### config.mk
export PLATFORM = sky130hd
export DESIGN_NAME = aux_voltage_monitor_fault
export DESIGN_NICKNAME = d
export VERILOG_FILES = /design/src/core/aux_mon_pkg.sv /design/src/core/retry_timer_if.sv /design/src/core/lin11_to_fixed.sv /design/src/core/retry_timer.sv /design/src/core/aux_voltage_monitor_fault.sv
export SDC_FILE = /design/constraint.sdc
export NUM_CORES = 2
export LEC_CHECK = 0
export BUFFER_PORTS_ARGS = -buffer_cell sky130_fd_sc_hd__buf_4
export CORE_UTILIZATION = 38
export DETAILED_ROUTE_END_ITERATION = 8
export PLACE_DENSITY = 0.5
export SLEW_MARGIN = 15
export SYNTH_ARGS = -nofsm -noshare
export SYNTH_HDL_FRONTEND = slang
export SYNTH_SLANG_ARGS = --single-unit
### constraint.sdc
create_clock -name sys_clk -period 10.9 [get_ports sys_clk]
set_input_delay 2.18 -clock sys_clk [delete_from_list [all_inputs] [get_ports sys_clk]]
set_output_delay 2.18 -clock sys_clk [all_outputs]
set_load 0.1 [all_outputs]
### src/core/aux_mon_pkg.sv
// Constants and types shared by the auxiliary voltage monitor.
package aux_mon_pkg;

  // ----------------------------------------------------------------
  // Command codes of the auxiliary monitor registers.
  // ----------------------------------------------------------------
  localparam logic [7:0] CODE_OV_LIMIT = 8'hf5;
  localparam logic [7:0] CODE_UV_LIMIT = 8'hf6;
  localparam logic [7:0] CODE_MEAS = 8'hf7;
  localparam logic [7:0] CODE_OV_RESP = 8'hf8;

  // ----------------------------------------------------------------
  // Values after reset.
  // ----------------------------------------------------------------
  localparam logic [15:0] OV_LIMIT_RST = 16'hc266;
  localparam logic [15:0] UV_LIMIT_RST = 16'hb0cc;
  localparam logic [15:0] MEAS_RST = 16'h0000;
  localparam logic [7:0] OV_RESP_RST = 8'hbf;

  // ----------------------------------------------------------------
  // Linear-11 field positions and fixed-point layout.
  // ----------------------------------------------------------------
  localparam int EXP_MSB = 15;
  localparam int EXP_LSB = 11;
  localparam int MANT_MSB = 10;
  localparam int FIX_W = 44;
  localparam logic signed [5:0] FIX_FRAC = 6'sd16;
  // Compared values carry a factor of twenty so 90/95/110 % stay integral.
  localparam int CMP_W = 49;
  localparam logic [CMP_W-1:0] SCALE_FULL = 49'd20;
  localparam logic [CMP_W-1:0] SCALE_OV_WARN = 49'd18;
  localparam logic [CMP_W-1:0] SCALE_OV_HYST = 49'd19;
  localparam logic [CMP_W-1:0] SCALE_UV_WARN = 49'd22;

  // ----------------------------------------------------------------
  // Response byte fields and codes.
  // ----------------------------------------------------------------
  localparam int RESP_MODE_LSB = 6;
  localparam int RESP_RETRY_LSB = 3;
  localparam logic [1:0] MODE_IGNORE = 2'b00;
  localparam logic [1:0] MODE_UNUSED = 2'b01;
  localparam logic [1:0] MODE_RETRY = 2'b10;
  localparam logic [1:0] MODE_HOLD = 2'b11;
  localparam logic [2:0] RETRY_NONE = 3'b000;
  localparam logic [2:0] RETRY_CONT = 3'b111;

  // ----------------------------------------------------------------
  // Timing: retry unit of 35 ms at a 125 MHz clock.
  // ----------------------------------------------------------------
  localparam int CLK_KHZ = 125000;
  localparam int RETRY_UNIT_MS = 35;
  localparam int RETRY_UNIT_CYCLES = RETRY_UNIT_MS * CLK_KHZ;
  localparam int PRESCALE_W = 23;

  // Overvoltage response states.
  typedef enum logic [2:0] {
    ST_ON = 3'b000,
    ST_LATCHED = 3'b001,
    ST_HOLD = 3'b010,
    ST_WAIT_LOW = 3'b011,
    ST_WAIT_DELAY = 3'b100
  } ov_state_e;

endpackage

### src/core/retry_timer_if.sv
// Handshake between the response logic and the retry interval timer.
`timescale 1ns/1ps
interface retry_timer_if;
  logic start;       // One-cycle pulse that starts an interval.
  logic cancel;      // Level that aborts a running interval.
  logic [2:0] delay; // Interval length in units, minus one.
  logic done;        // One-cycle pulse at the end of an interval.
  modport ctrl (output start, output cancel, output delay, input done);
  modport timer (input start, input cancel, input delay, output done);
endinterface

### src/core/lin11_to_fixed.sv
// Linear-11 word to unsigned fixed point with sixteen fraction bits.
`timescale 1ns/1ps
module lin11_to_fixed
  import aux_mon_pkg::*;
(
  input wire logic [15:0] word,
  output logic [FIX_W-1:0] value
);

  // Exponent plus the fraction width gives a shift of 0 to 31.
  logic signed [5:0] shift_s;
  assign shift_s = {word[EXP_MSB], word[EXP_MSB:EXP_LSB]} + FIX_FRAC;

  // Negative mantissas clamp to zero; the monitored range is positive.
  assign value = word[MANT_MSB] ? '0 :
    ({34'h0, word[MANT_MSB-1:0]} << shift_s[4:0]);

endmodule

### src/core/retry_timer.sv
// Interval timer that counts whole retry units of 35 ms.
`timescale 1ns/1ps
module retry_timer
  import aux_mon_pkg::*;
#(
  parameter int UNIT_CYCLES = RETRY_UNIT_CYCLES
) (
  input wire logic sys_clk,
  input wire logic sys_rst,
  retry_timer_if.timer tmr
);

  // ----------------------------------------------------------------
  // Prescaler and unit counter.
  // ----------------------------------------------------------------
  logic [PRESCALE_W-1:0] pre_q;  // Cycles within the current unit.
  logic [3:0] units_q;           // Units still to run.
  logic busy_q;                  // An interval is running.
  logic done_q;                  // End-of-interval pulse.
  logic unit_tick;               // Last cycle of a unit.

  assign unit_tick = busy_q && (pre_q == PRESCALE_W'(UNIT_CYCLES - 1));
  assign tmr.done = done_q;

  // Start loads delay+1 units; cancel wins so no stale pulse appears.
  always_ff @(posedge sys_clk or posedge sys_rst) begin
    if (sys_rst) begin
      pre_q <= '0;
      units_q <= '0;
      busy_q <= 1'b0;
      done_q <= 1'b0;
    end else begin
      done_q <= 1'b0;
      if (tmr.cancel) begin
        busy_q <= 1'b0;
      end else if (tmr.start) begin
        pre_q <= '0;
        units_q <= {1'b0, tmr.delay} + 4'h1;
        busy_q <= 1'b1;
      end else if (unit_tick) begin
        pre_q <= '0;
        units_q <= units_q - 4'h1;
        if (units_q == 4'h1) begin
          busy_q <= 1'b0;
          done_q <= 1'b1;
        end
      end else if (busy_q) begin
        pre_q <= pre_q + 1'b1;
      end
    end
  end

  // Helper: cycles since the last start, and the units requested.
  logic [31:0] elapsed_q;
  logic [3:0] want_q;
  always_ff @(posedge sys_clk or posedge sys_rst) begin
    if (sys_rst) begin
      elapsed_q <= '0;
      want_q <= '0;
    end else if (tmr.start) begin
      elapsed_q <= 32'h1;
      want_q <= {1'b0, tmr.delay} + 4'h1;
    end else begin
      elapsed_q <= elapsed_q + 32'h1;
    end
  end

  a_retry_interval: assert property (
    @(posedge sys_clk) disable iff (sys_rst)
    done_q |-> elapsed_q == 32'(want_q) * 32'(UNIT_CYCLES) + 32'h1)
  else $error("retry interval length wrong");

endmodule

### src/core/aux_voltage_monitor_fault.sv
// Auxiliary voltage monitor: limits, measurement and overvoltage response.
`timescale 1ns/1ps

module aux_voltage_monitor_fault
  import aux_mon_pkg::*;
#(
  parameter int UNIT_CYCLES = RETRY_UNIT_CYCLES
) (
  input wire logic sys_clk,
  input wire logic sys_rst,
  input wire logic cmd_valid,
  input wire logic cmd_write,
  input wire logic [7:0] cmd_code,
  input wire logic [15:0] cmd_wdata,
  input wire logic write_protect,
  input wire logic clear_faults,
  input wire logic meas_valid,
  input wire logic [15:0] meas_word,
  input wire logic ctrl_pin_on,
  input wire logic operation_on,
  input wire logic other_fault_off,
  output logic cmd_ack_q,
  output logic cmd_nack_q,
  output logic [15:0] cmd_rdata_q,
  output logic alert_line_o_q,
  output logic alert_line_oe_q,
  output logic out_enable_q,
  output logic ov_fault_q,
  output logic ov_warn_q,
  output logic uv_fault_q,
  output logic uv_warn_q
);

  // ----------------------------------------------------------------
  // Registers reached by command code.
  // ----------------------------------------------------------------
  logic [15:0] ov_limit_q;  // Overvoltage fault limit, Linear-11.
  logic [15:0] uv_limit_q;  // Undervoltage fault limit, Linear-11.
  logic [15:0] meas_q;      // Latest measured voltage, Linear-11.
  logic [7:0] ov_resp_q;    // Overvoltage response byte.
  logic cmp_valid_q;        // A new measurement is ready for checking.
  // Decode of the command port; these limits have no page select.
  logic wr_ok, wr_ov_limit, wr_uv_limit, wr_ov_resp, code_known;
  logic [15:0] rd_mux;
  assign wr_ok = cmd_valid && cmd_write && !write_protect;
  assign wr_ov_limit = wr_ok && (cmd_code == CODE_OV_LIMIT);
  assign wr_uv_limit = wr_ok && (cmd_code == CODE_UV_LIMIT);
  assign wr_ov_resp = wr_ok && (cmd_code == CODE_OV_RESP);
  assign code_known = (cmd_code == CODE_OV_LIMIT) || (cmd_code == CODE_UV_LIMIT) ||
    (cmd_code == CODE_MEAS) || (cmd_code == CODE_OV_RESP);
  assign rd_mux = (cmd_code == CODE_OV_LIMIT) ? ov_limit_q :
    (cmd_code == CODE_UV_LIMIT) ? uv_limit_q :
    (cmd_code == CODE_MEAS) ? meas_q :
    (cmd_code == CODE_OV_RESP) ? {8'h00, ov_resp_q} : 16'h0000;

  // Configuration registers; limits store the full two-byte word, the response only its low byte.
  always_ff @(posedge sys_clk or posedge sys_rst) begin
    if (sys_rst) begin
      ov_limit_q <= OV_LIMIT_RST;
      uv_limit_q <= UV_LIMIT_RST;
      ov_resp_q <= OV_RESP_RST;
    end else begin
      if (wr_ov_limit) begin
        ov_limit_q <= cmd_wdata;
      end
      if (wr_uv_limit) begin
        uv_limit_q <= cmd_wdata;
      end
      if (wr_ov_resp) begin
        ov_resp_q <= cmd_wdata[7:0];
      end
    end
  end

  // Measurement capture; a command write to its code is acknowledged only.
  always_ff @(posedge sys_clk or posedge sys_rst) begin
    if (sys_rst) begin
      meas_q <= MEAS_RST;
      cmp_valid_q <= 1'b0;
    end else begin
      cmp_valid_q <= meas_valid;
      if (meas_valid) begin
        meas_q <= meas_word;
      end
    end
  end

  // Answer one cycle after each request. Protected writes or unknown codes nack.
  always_ff @(posedge sys_clk or posedge sys_rst) begin
    if (sys_rst) begin
      cmd_ack_q <= 1'b0;
      cmd_nack_q <= 1'b0;
      cmd_rdata_q <= 16'h0000;
    end else begin
      cmd_ack_q <= cmd_valid && code_known && !(cmd_write && write_protect);
      cmd_nack_q <= cmd_valid && (!code_known || (cmd_write && write_protect));
      if (cmd_valid && !cmd_write) begin
        cmd_rdata_q <= rd_mux;
      end
    end
  end

  // ----------------------------------------------------------------
  // Conversion to fixed point and threshold comparison.
  // ----------------------------------------------------------------
  logic [15:0] lin_word [3];
  logic [FIX_W-1:0] fix_val [3];
  assign lin_word[0] = meas_q;
  assign lin_word[1] = ov_limit_q;
  assign lin_word[2] = uv_limit_q;
  // One converter per word: measurement, OV limit, UV limit.
  generate
    for (genvar gi = 0; gi < 3; gi++) begin : g_conv
      lin11_to_fixed u_conv (
        .word(lin_word[gi]),
        .value(fix_val[gi])
      );
    end
  endgenerate
  // All values carry the same factor, so percentages need no divider.
  logic [CMP_W-1:0] v_x20, ov_x20, ov_x18, ov_x19, uv_x20, uv_x22;
  assign v_x20 = CMP_W'(fix_val[0]) * SCALE_FULL;
  assign ov_x20 = CMP_W'(fix_val[1]) * SCALE_FULL;
  assign ov_x18 = CMP_W'(fix_val[1]) * SCALE_OV_WARN;
  assign ov_x19 = CMP_W'(fix_val[1]) * SCALE_OV_HYST;
  assign uv_x20 = CMP_W'(fix_val[2]) * SCALE_FULL;
  assign uv_x22 = CMP_W'(fix_val[2]) * SCALE_UV_WARN;
  logic ov_trip, ov_warn_hit, uv_trip, uv_warn_hit, below_hyst;
  assign ov_trip = cmp_valid_q && (v_x20 > ov_x20);
  assign ov_warn_hit = cmp_valid_q && (v_x20 > ov_x18);
  assign uv_trip = cmp_valid_q && (v_x20 < uv_x20);
  assign uv_warn_hit = cmp_valid_q && (v_x20 < uv_x22);
  assign below_hyst = cmp_valid_q && (v_x20 < ov_x19);
  // Response fields; 01 behaves as 00 since it is not a defined response.
  logic [1:0] resp_mode;
  logic [2:0] resp_retry;
  logic ov_active;
  assign resp_mode = ov_resp_q[RESP_MODE_LSB+1:RESP_MODE_LSB];
  assign resp_retry = ov_resp_q[RESP_RETRY_LSB+2:RESP_RETRY_LSB];
  // 00 and 01 ignore the fault
  assign ov_active = (resp_mode == MODE_RETRY) || (resp_mode == MODE_HOLD);

  // ----------------------------------------------------------------
  // Status bits and alert line.
  // ----------------------------------------------------------------
  logic ov_fault_d, ov_warn_d, uv_fault_d, uv_warn_d;  // Next values of the status bits.
  assign ov_fault_d = (ov_trip && ov_active) || (ov_fault_q && !clear_faults);
  assign ov_warn_d = ov_warn_hit || (ov_warn_q && !clear_faults);
  assign uv_fault_d = uv_trip || (uv_fault_q && !clear_faults);
  assign uv_warn_d = uv_warn_hit || (uv_warn_q && !clear_faults);

  // The alert line is open drain: only ever driven low.
  always_ff @(posedge sys_clk or posedge sys_rst) begin
    if (sys_rst) begin
      ov_fault_q <= 1'b0;
      ov_warn_q <= 1'b0;
      uv_fault_q <= 1'b0;
      uv_warn_q <= 1'b0;
      alert_line_o_q <= 1'b0;
      alert_line_oe_q <= 1'b0;
    end else begin
      ov_fault_q <= ov_fault_d;
      ov_warn_q <= ov_warn_d;
      uv_fault_q <= uv_fault_d;
      uv_warn_q <= uv_warn_d;
      alert_line_o_q <= 1'b0;
      // pull alert while any bit stands
      alert_line_oe_q <= ov_fault_d || ov_warn_d || uv_fault_d || uv_warn_d;
    end
  end

  // ----------------------------------------------------------------
  // Run permission: control pin synchronised, others are on-chip logic.
  // ----------------------------------------------------------------
  logic pin_meta_q, pin_sync_q;  // Two-stage synchroniser for the control pin.
  always_ff @(posedge sys_clk or posedge sys_rst) begin
    if (sys_rst) begin
      pin_meta_q <= 1'b0;
      pin_sync_q <= 1'b0;
    end else begin
      pin_meta_q <= ctrl_pin_on;
      pin_sync_q <= pin_meta_q;
    end
  end

  // commanded off or other fault ends retries
  logic run_ok;
  assign run_ok = pin_sync_q && operation_on && !other_fault_off;

  // ----------------------------------------------------------------
  // Overvoltage response state machine.
  // ----------------------------------------------------------------
  ov_state_e state_q, state_d;
  retry_timer_if tif ();  // Start, cancel and done between the FSM and the timer.
  retry_timer #(
    .UNIT_CYCLES(UNIT_CYCLES)
  ) u_timer (
    .sys_clk(sys_clk),
    .sys_rst(sys_rst),
    .tmr(tif.timer)
  );

  // Next state. Retry settings 001..110 are undefined and act as no retry.
  always_comb begin
    state_d = state_q;
    case (state_q)
      ST_ON: begin
        if (ov_trip && ov_active) begin
          if (resp_mode == MODE_HOLD) begin
            state_d = ST_HOLD;
          end else if (resp_retry == RETRY_CONT) begin
            state_d = ST_WAIT_LOW;
          end else begin
            state_d = ST_LATCHED;
          end
        end
      end
      ST_LATCHED: begin
        if (clear_faults) begin
          state_d = ST_ON;
        end
      end
      ST_HOLD: begin
        if (below_hyst) begin
          state_d = ST_ON;
        end
      end
      ST_WAIT_LOW: begin
        // wait for input below 95 percent
        if (below_hyst) begin
          state_d = ST_WAIT_DELAY;
        end
      end
      ST_WAIT_DELAY: begin
        if (tif.done) begin
          state_d = ST_ON;
        end
      end
      default: begin
        state_d = ST_ON;
      end
    endcase
    if (!run_ok) begin
      state_d = ST_ON;
    end
  end

  // interval starts as the wait begins
  assign tif.start = (state_q == ST_WAIT_LOW) && (state_d == ST_WAIT_DELAY);
  assign tif.cancel = !run_ok;
  assign tif.delay = ov_resp_q[2:0];

  // State and output enable; the output runs only when on and allowed.
  always_ff @(posedge sys_clk or posedge sys_rst) begin
    if (sys_rst) begin
      state_q <= ST_ON;
      out_enable_q <= 1'b0;
    end else begin
      state_q <= state_d;
      out_enable_q <= run_ok && (state_d == ST_ON);
    end
  end

  // ----------------------------------------------------------------
  // Checks kept beside the logic.
  // ----------------------------------------------------------------
  a_ov_warn_set: assert property (
    @(posedge sys_clk) disable iff (sys_rst)
    cmp_valid_q && (v_x20 > ov_x18) |=> ov_warn_q)
  else $error("OV warning not set above ninety percent");
  a_uv_warn_set: assert property (
    @(posedge sys_clk) disable iff (sys_rst)
    cmp_valid_q && (v_x20 < uv_x22) |=> uv_warn_q)
  else $error("UV warning not set below 110 percent");
  a_reset_defaults: assert property (
    @(posedge sys_clk) disable iff (sys_rst)
    $past(sys_rst) |-> ov_limit_q == OV_LIMIT_RST && uv_limit_q == UV_LIMIT_RST &&
      ov_resp_q == OV_RESP_RST)
  else $error("limits or response not at reset default");
  a_meas_ro: assert property (
    @(posedge sys_clk) disable iff (sys_rst)
    cmd_valid && cmd_write && cmd_code == CODE_MEAS && !meas_valid |=> $stable(meas_q))
  else $error("write changed measured voltage");
  a_ignore_mode: assert property (
    @(posedge sys_clk) disable iff (sys_rst)
    !ov_active && !ov_fault_q |=> !ov_fault_q)
  else $error("OV fault set while response ignores it");
  a_alert_follows: assert property (
    @(posedge sys_clk) disable iff (sys_rst)
    ov_fault_q |-> alert_line_oe_q && !alert_line_o_q)
  else $error("fault bit set without alert pulled low");
  a_disable_now: assert property (
    @(posedge sys_clk) disable iff (sys_rst)
    state_q == ST_ON && ov_trip && ov_active |=> !out_enable_q && ov_fault_q)
  else $error("output not disabled on OV fault");
  a_wait_below: assert property (
    @(posedge sys_clk) disable iff (sys_rst)
    state_q == ST_WAIT_LOW && !below_hyst |=> state_q != ST_WAIT_DELAY)
  else $error("retry started before input fell below 95 percent");

endmodule

==> impl_metrics.tcl <==
set metrics [dict create \
    hpwlAfterDp_um 82100 \
    route.vias.total 26433 \
    multi_input_comb_area_mm2 0.0241 \
    async_flop_share_pct 100 \
    grt_max_degree 64 \
    layout_common_cells "ha_1, inv_1, a21oi_1" \
    power.share.switching_pct 42.6 \
    whs_path_depth 0 \
    cts_setup_buffers 0 \
    hold_path_class "flip-flop to flip-flop" \
    reg2reg_depth 31 \
    synth_fa_ha_area_share_pct 32.3 \
    synth_top_area_share_pct 26.8 \
    yosysTopAreaCell "ha_1" \
    tightest_slew_ps 1380 \
    cp-start-kind "flip-flop" \
    cp_num_cells 31 \
    critPathSlowestCell "dfrtp_1" \
    finClkSkew_ps 15.5 \
    arrival_ps 9170 \
    antenna_found_initial 4 \
    num-nets-final 4530 \
    die_w_um 279 \
    cts_sinks 115 \
    cts_hold_buf 0 \
    synthesis.nets 4471 \
    syn_avg_cell_area_um2 7.82 \
    die_height_um 279 \
    power.internal_mw 1.17 \
    vdd_drop_max_mv 0.141 \
    hold_viol 0 \
    start_util_pct 38.3 \
    drv_cap 0 \
    synth-seq-cells 115 \
    route.detailed.wl_per_inst_um 20.1 \
    cts_buffers 17 \
    synth_top_family_by_area "adder cells" \
    vias_per_cell 5.54 \
    finalWirelength_um 95800 \
    dp.cells 4736 \
    power.switching_uw 868 \
    whs_endpoint "pin_sync_q$_DFF_PP0_" \
    grt_pass1_wl_um 149000 \
    place_area_mm2 0.0309 \
    fin_cells 4769 \
    netlist_instances 3718 \
    min_from "pin_meta_q$_DFF_PP0_" \
    rows 101 \
    seq_area_mm2 0.00290 \
    synth_edf_count 0 \
    pin_count 75 \
    r2r-end "u_timer.pre_q[5]$_DFFE_PP0P_" \
    dieArea_mm2 0.0776 \
    required_ps 11270 \
    p_per_area_mw_per_mm2 64.6 \
    grt_overflow 0 \
    clkLatencyLatePin_ps 440 \
    layout-drive-gt1-share_pct 7.52 \
    relSlewSlack_pct 7.42 \
    p_leak_nw 17.3 \
    track_usage_pct 24.6 \
    synth-compound-area-share_pct 23.0 \
    synth_simple_gate_area_share_pct 16.4 \
    post_cts_resized 0 \
    dr.pass1.iters 5 \
    fin_crit_ps 8800 \
    crit_fanout 20 \
    drt_iter0_markers 1534 \
    synthesis.area_mm2 0.0291 \
    synth_xor_area_share_pct 6.45 \
    first_global_vias 25914 \
    yosys_warnings 0 \
    rsz0062_at_grt "no" \
    port-buffer-count 73 \
    crit_family "compound AO/OA/AOI/OAI gates" \
    synthMuxAreaShare_pct 4.53 \
    fin_area_mm2 0.0315 \
    cp_slowest_stage_delay_ps 800 \
    crit_type "flip-flop to flip-flop" \
    power.share.sequential_pct 23.3 \
    synth.area.top_cells "ha_1, dfrtp_1, inv_1" \
    period_share_pct 80.8 \
    fillCellCount 7992 \
    cts_tree "built" \
    cp-end-kind "flip-flop" \
    p_comb_share_pct 48.4 \
    fmax_ghz 0.114 \
    clock_power_share_pct 28.2 \
    coreArea_mm2 0.0758 \
    h-tree-depth 4 \
    cts_root_buf "clkbuf_16" \
    area_delta_synth_final_pct 8.32 \
    cpMostUsedCell "a21oi_1" \
    seq_area_frac_synth_pct 9.99 \
    drc 0 \
    finalMaxSlewViolations 0 \
    layout_commonest_cell "ha_1" \
    crit_buf_inv 4 \
    synth.distinct_cells 90 \
    gp_congestion 0.903 \
    setup_tns_ps 0 \
    synthFlopType "dfrtp_1" \
    finalSetupViolCount 0 \
    cts.clk_slew.worst_paths_ps 60 \
    status "finished clean" \
    clk_path_buf_depth 2 \
    rr_startpoint "ov_limit_q[12]$_DFFE_PP0P_" \
    reg2reg_setup_slack_ps 2100 \
    ant_nets 0 \
]
how the worst max path moves through the flow:
stage	startpoint	slack, ps	end
2_1_floorplan	ov_limit_q[12]$_DFFE_PP0P_	3610	u_timer.pre_q[5]$_DFFE_PP0P_
3_3_place_gp	ov_limit_q[12]$_DFFE_PP0P_	2130	u_timer.pre_q[5]$_DFFE_PP0P_
3_5_place_dp	ov_limit_q[12]$_DFFE_PP0P_	2150	u_timer.pre_q[5]$_DFFE_PP0P_
4_1_cts	meas_q[12]$_DFFE_PP0P_	2090	alert_line_oe_q$_DFF_PP0_
5_1_grt	ov_limit_q[12]$_DFFE_PP0P_	1490	u_timer.pre_q[3]$_DFFE_PP0P_
6_report	ov_limit_q[12]$_DFFE_PP0P_	2100	u_timer.pre_q[5]$_DFFE_PP0P_
per-stage QoR:
stage | hold slack [ps] | worst slack (ps) | power (mW) | utilization (%)
finish | 351 | 2100 | 2.04 | 41.5
detailed placement | 342 | 2150 | 1.46 | 40.7
global placement | 335 | 2130 | 1.47 | 40.7
global route | 368 | 1490 | 2.17 | 41.5
CTS | 357 | 2090 | 2.05 | 41.5
floorplan | 331 | 3610 | 1.12 | -
cell usage after synthesis (11+ instances only):
cell	number
or3_1	16
a31oi_1	19
a22oi_1	15
nand3_1	80
mux2i_1	55
inv_1	480
or2_2	27
nor4_1	18
fa_1	81
o31ai_1	18
o21a_1	29
xnor2_1	113
nor2_1	216
a211oi_1	23
buf_1	11
mux2_2	64
and2_1	18
nand4_1	68
a21oi_1	312
nor3_1	51
and3_1	41
a21boi_0	12
a221oi_1	13
nor3b_1	14
o22ai_1	15
dfstp_2	21
dfrtp_1	94
ha_1	622
nand2b_1	74
nor2b_1	44
a21o_1	217
o211ai_1	17
nand2_1	258
o21bai_1	31
o21ai_0	212
clkbuf_1	56
xor2_1	101
sequential cells by signal, summed over array words and instances, names as in the netlist:
| name | cells |
|---|---|
| u_timer.busy_q | 1 |
| uv_fault_q | 1 |
| out_enable_q | 1 |
| uv_limit_q | 16 |
| ov_warn_q | 1 |
| cmd_rdata_q | 16 |
| cmd_ack_q | 1 |
| ov_resp_q | 8 |
| cmd_nack_q | 1 |
| meas_q | 16 |
| u_timer.pre_q | 23 |
| u_timer.units_q | 4 |
| pin_meta_q | 1 |
| state_q | 3 |
| u_timer.tmr.done | 1 |
| alert_line_oe_q | 1 |
| uv_warn_q | 1 |
| pin_sync_q | 1 |
| ov_limit_q | 16 |
| ov_fault_q | 1 |
| cmp_valid_q | 1 |
power by group through the flow:
stage / logic, mW / registers, mW / clock network (mW)
after global routing: 1.09 / 0.478 / 0.605
final: 0.986 / 0.475 / 0.574
after global placement: 0.985 / 0.483 / 0
after floorplan: 0.605 / 0.515 / 0
after CTS: 0.989 / 0.475 / 0.587
after detailed placement: 0.982 / 0.482 / 0
per-layer routing:
metal  up-vias  part of all wire, %  global-route usage [%]
met3        59                  3.5                    1.82
li1      13409                    -                       -
met5         -                    0                       0
met4         0                  1.7                    5.03
met1     12528                   49                    34.2
met2       437                   46                    41.7
cell type report:
class | count | share of cell area, %
Multi-Input combinational cell | 3045 | 76.5
Sequential cell | 115 | 9.22
Inverter | 480 | 5.73
Tap cell | 978 | 3.89
Timing Repair Buffer | 118 | 2.81
Clock buffer | 17 | 1.35
Clock inverter | 15 | 0.544
Antenna cell | 1 | 0.00795
cell families (layout without fill, tap and decap cells):
family          after synthesis  count (layout)
compound gates             1044            1044
simple gates                962             962
fa+ha+maj                   703             703
buf+inv                     558             630
xor+xnor                    214             214
mux                         121             121
flops                       115             115
other cells                   1               2
(Power assumes the default switching activity.)
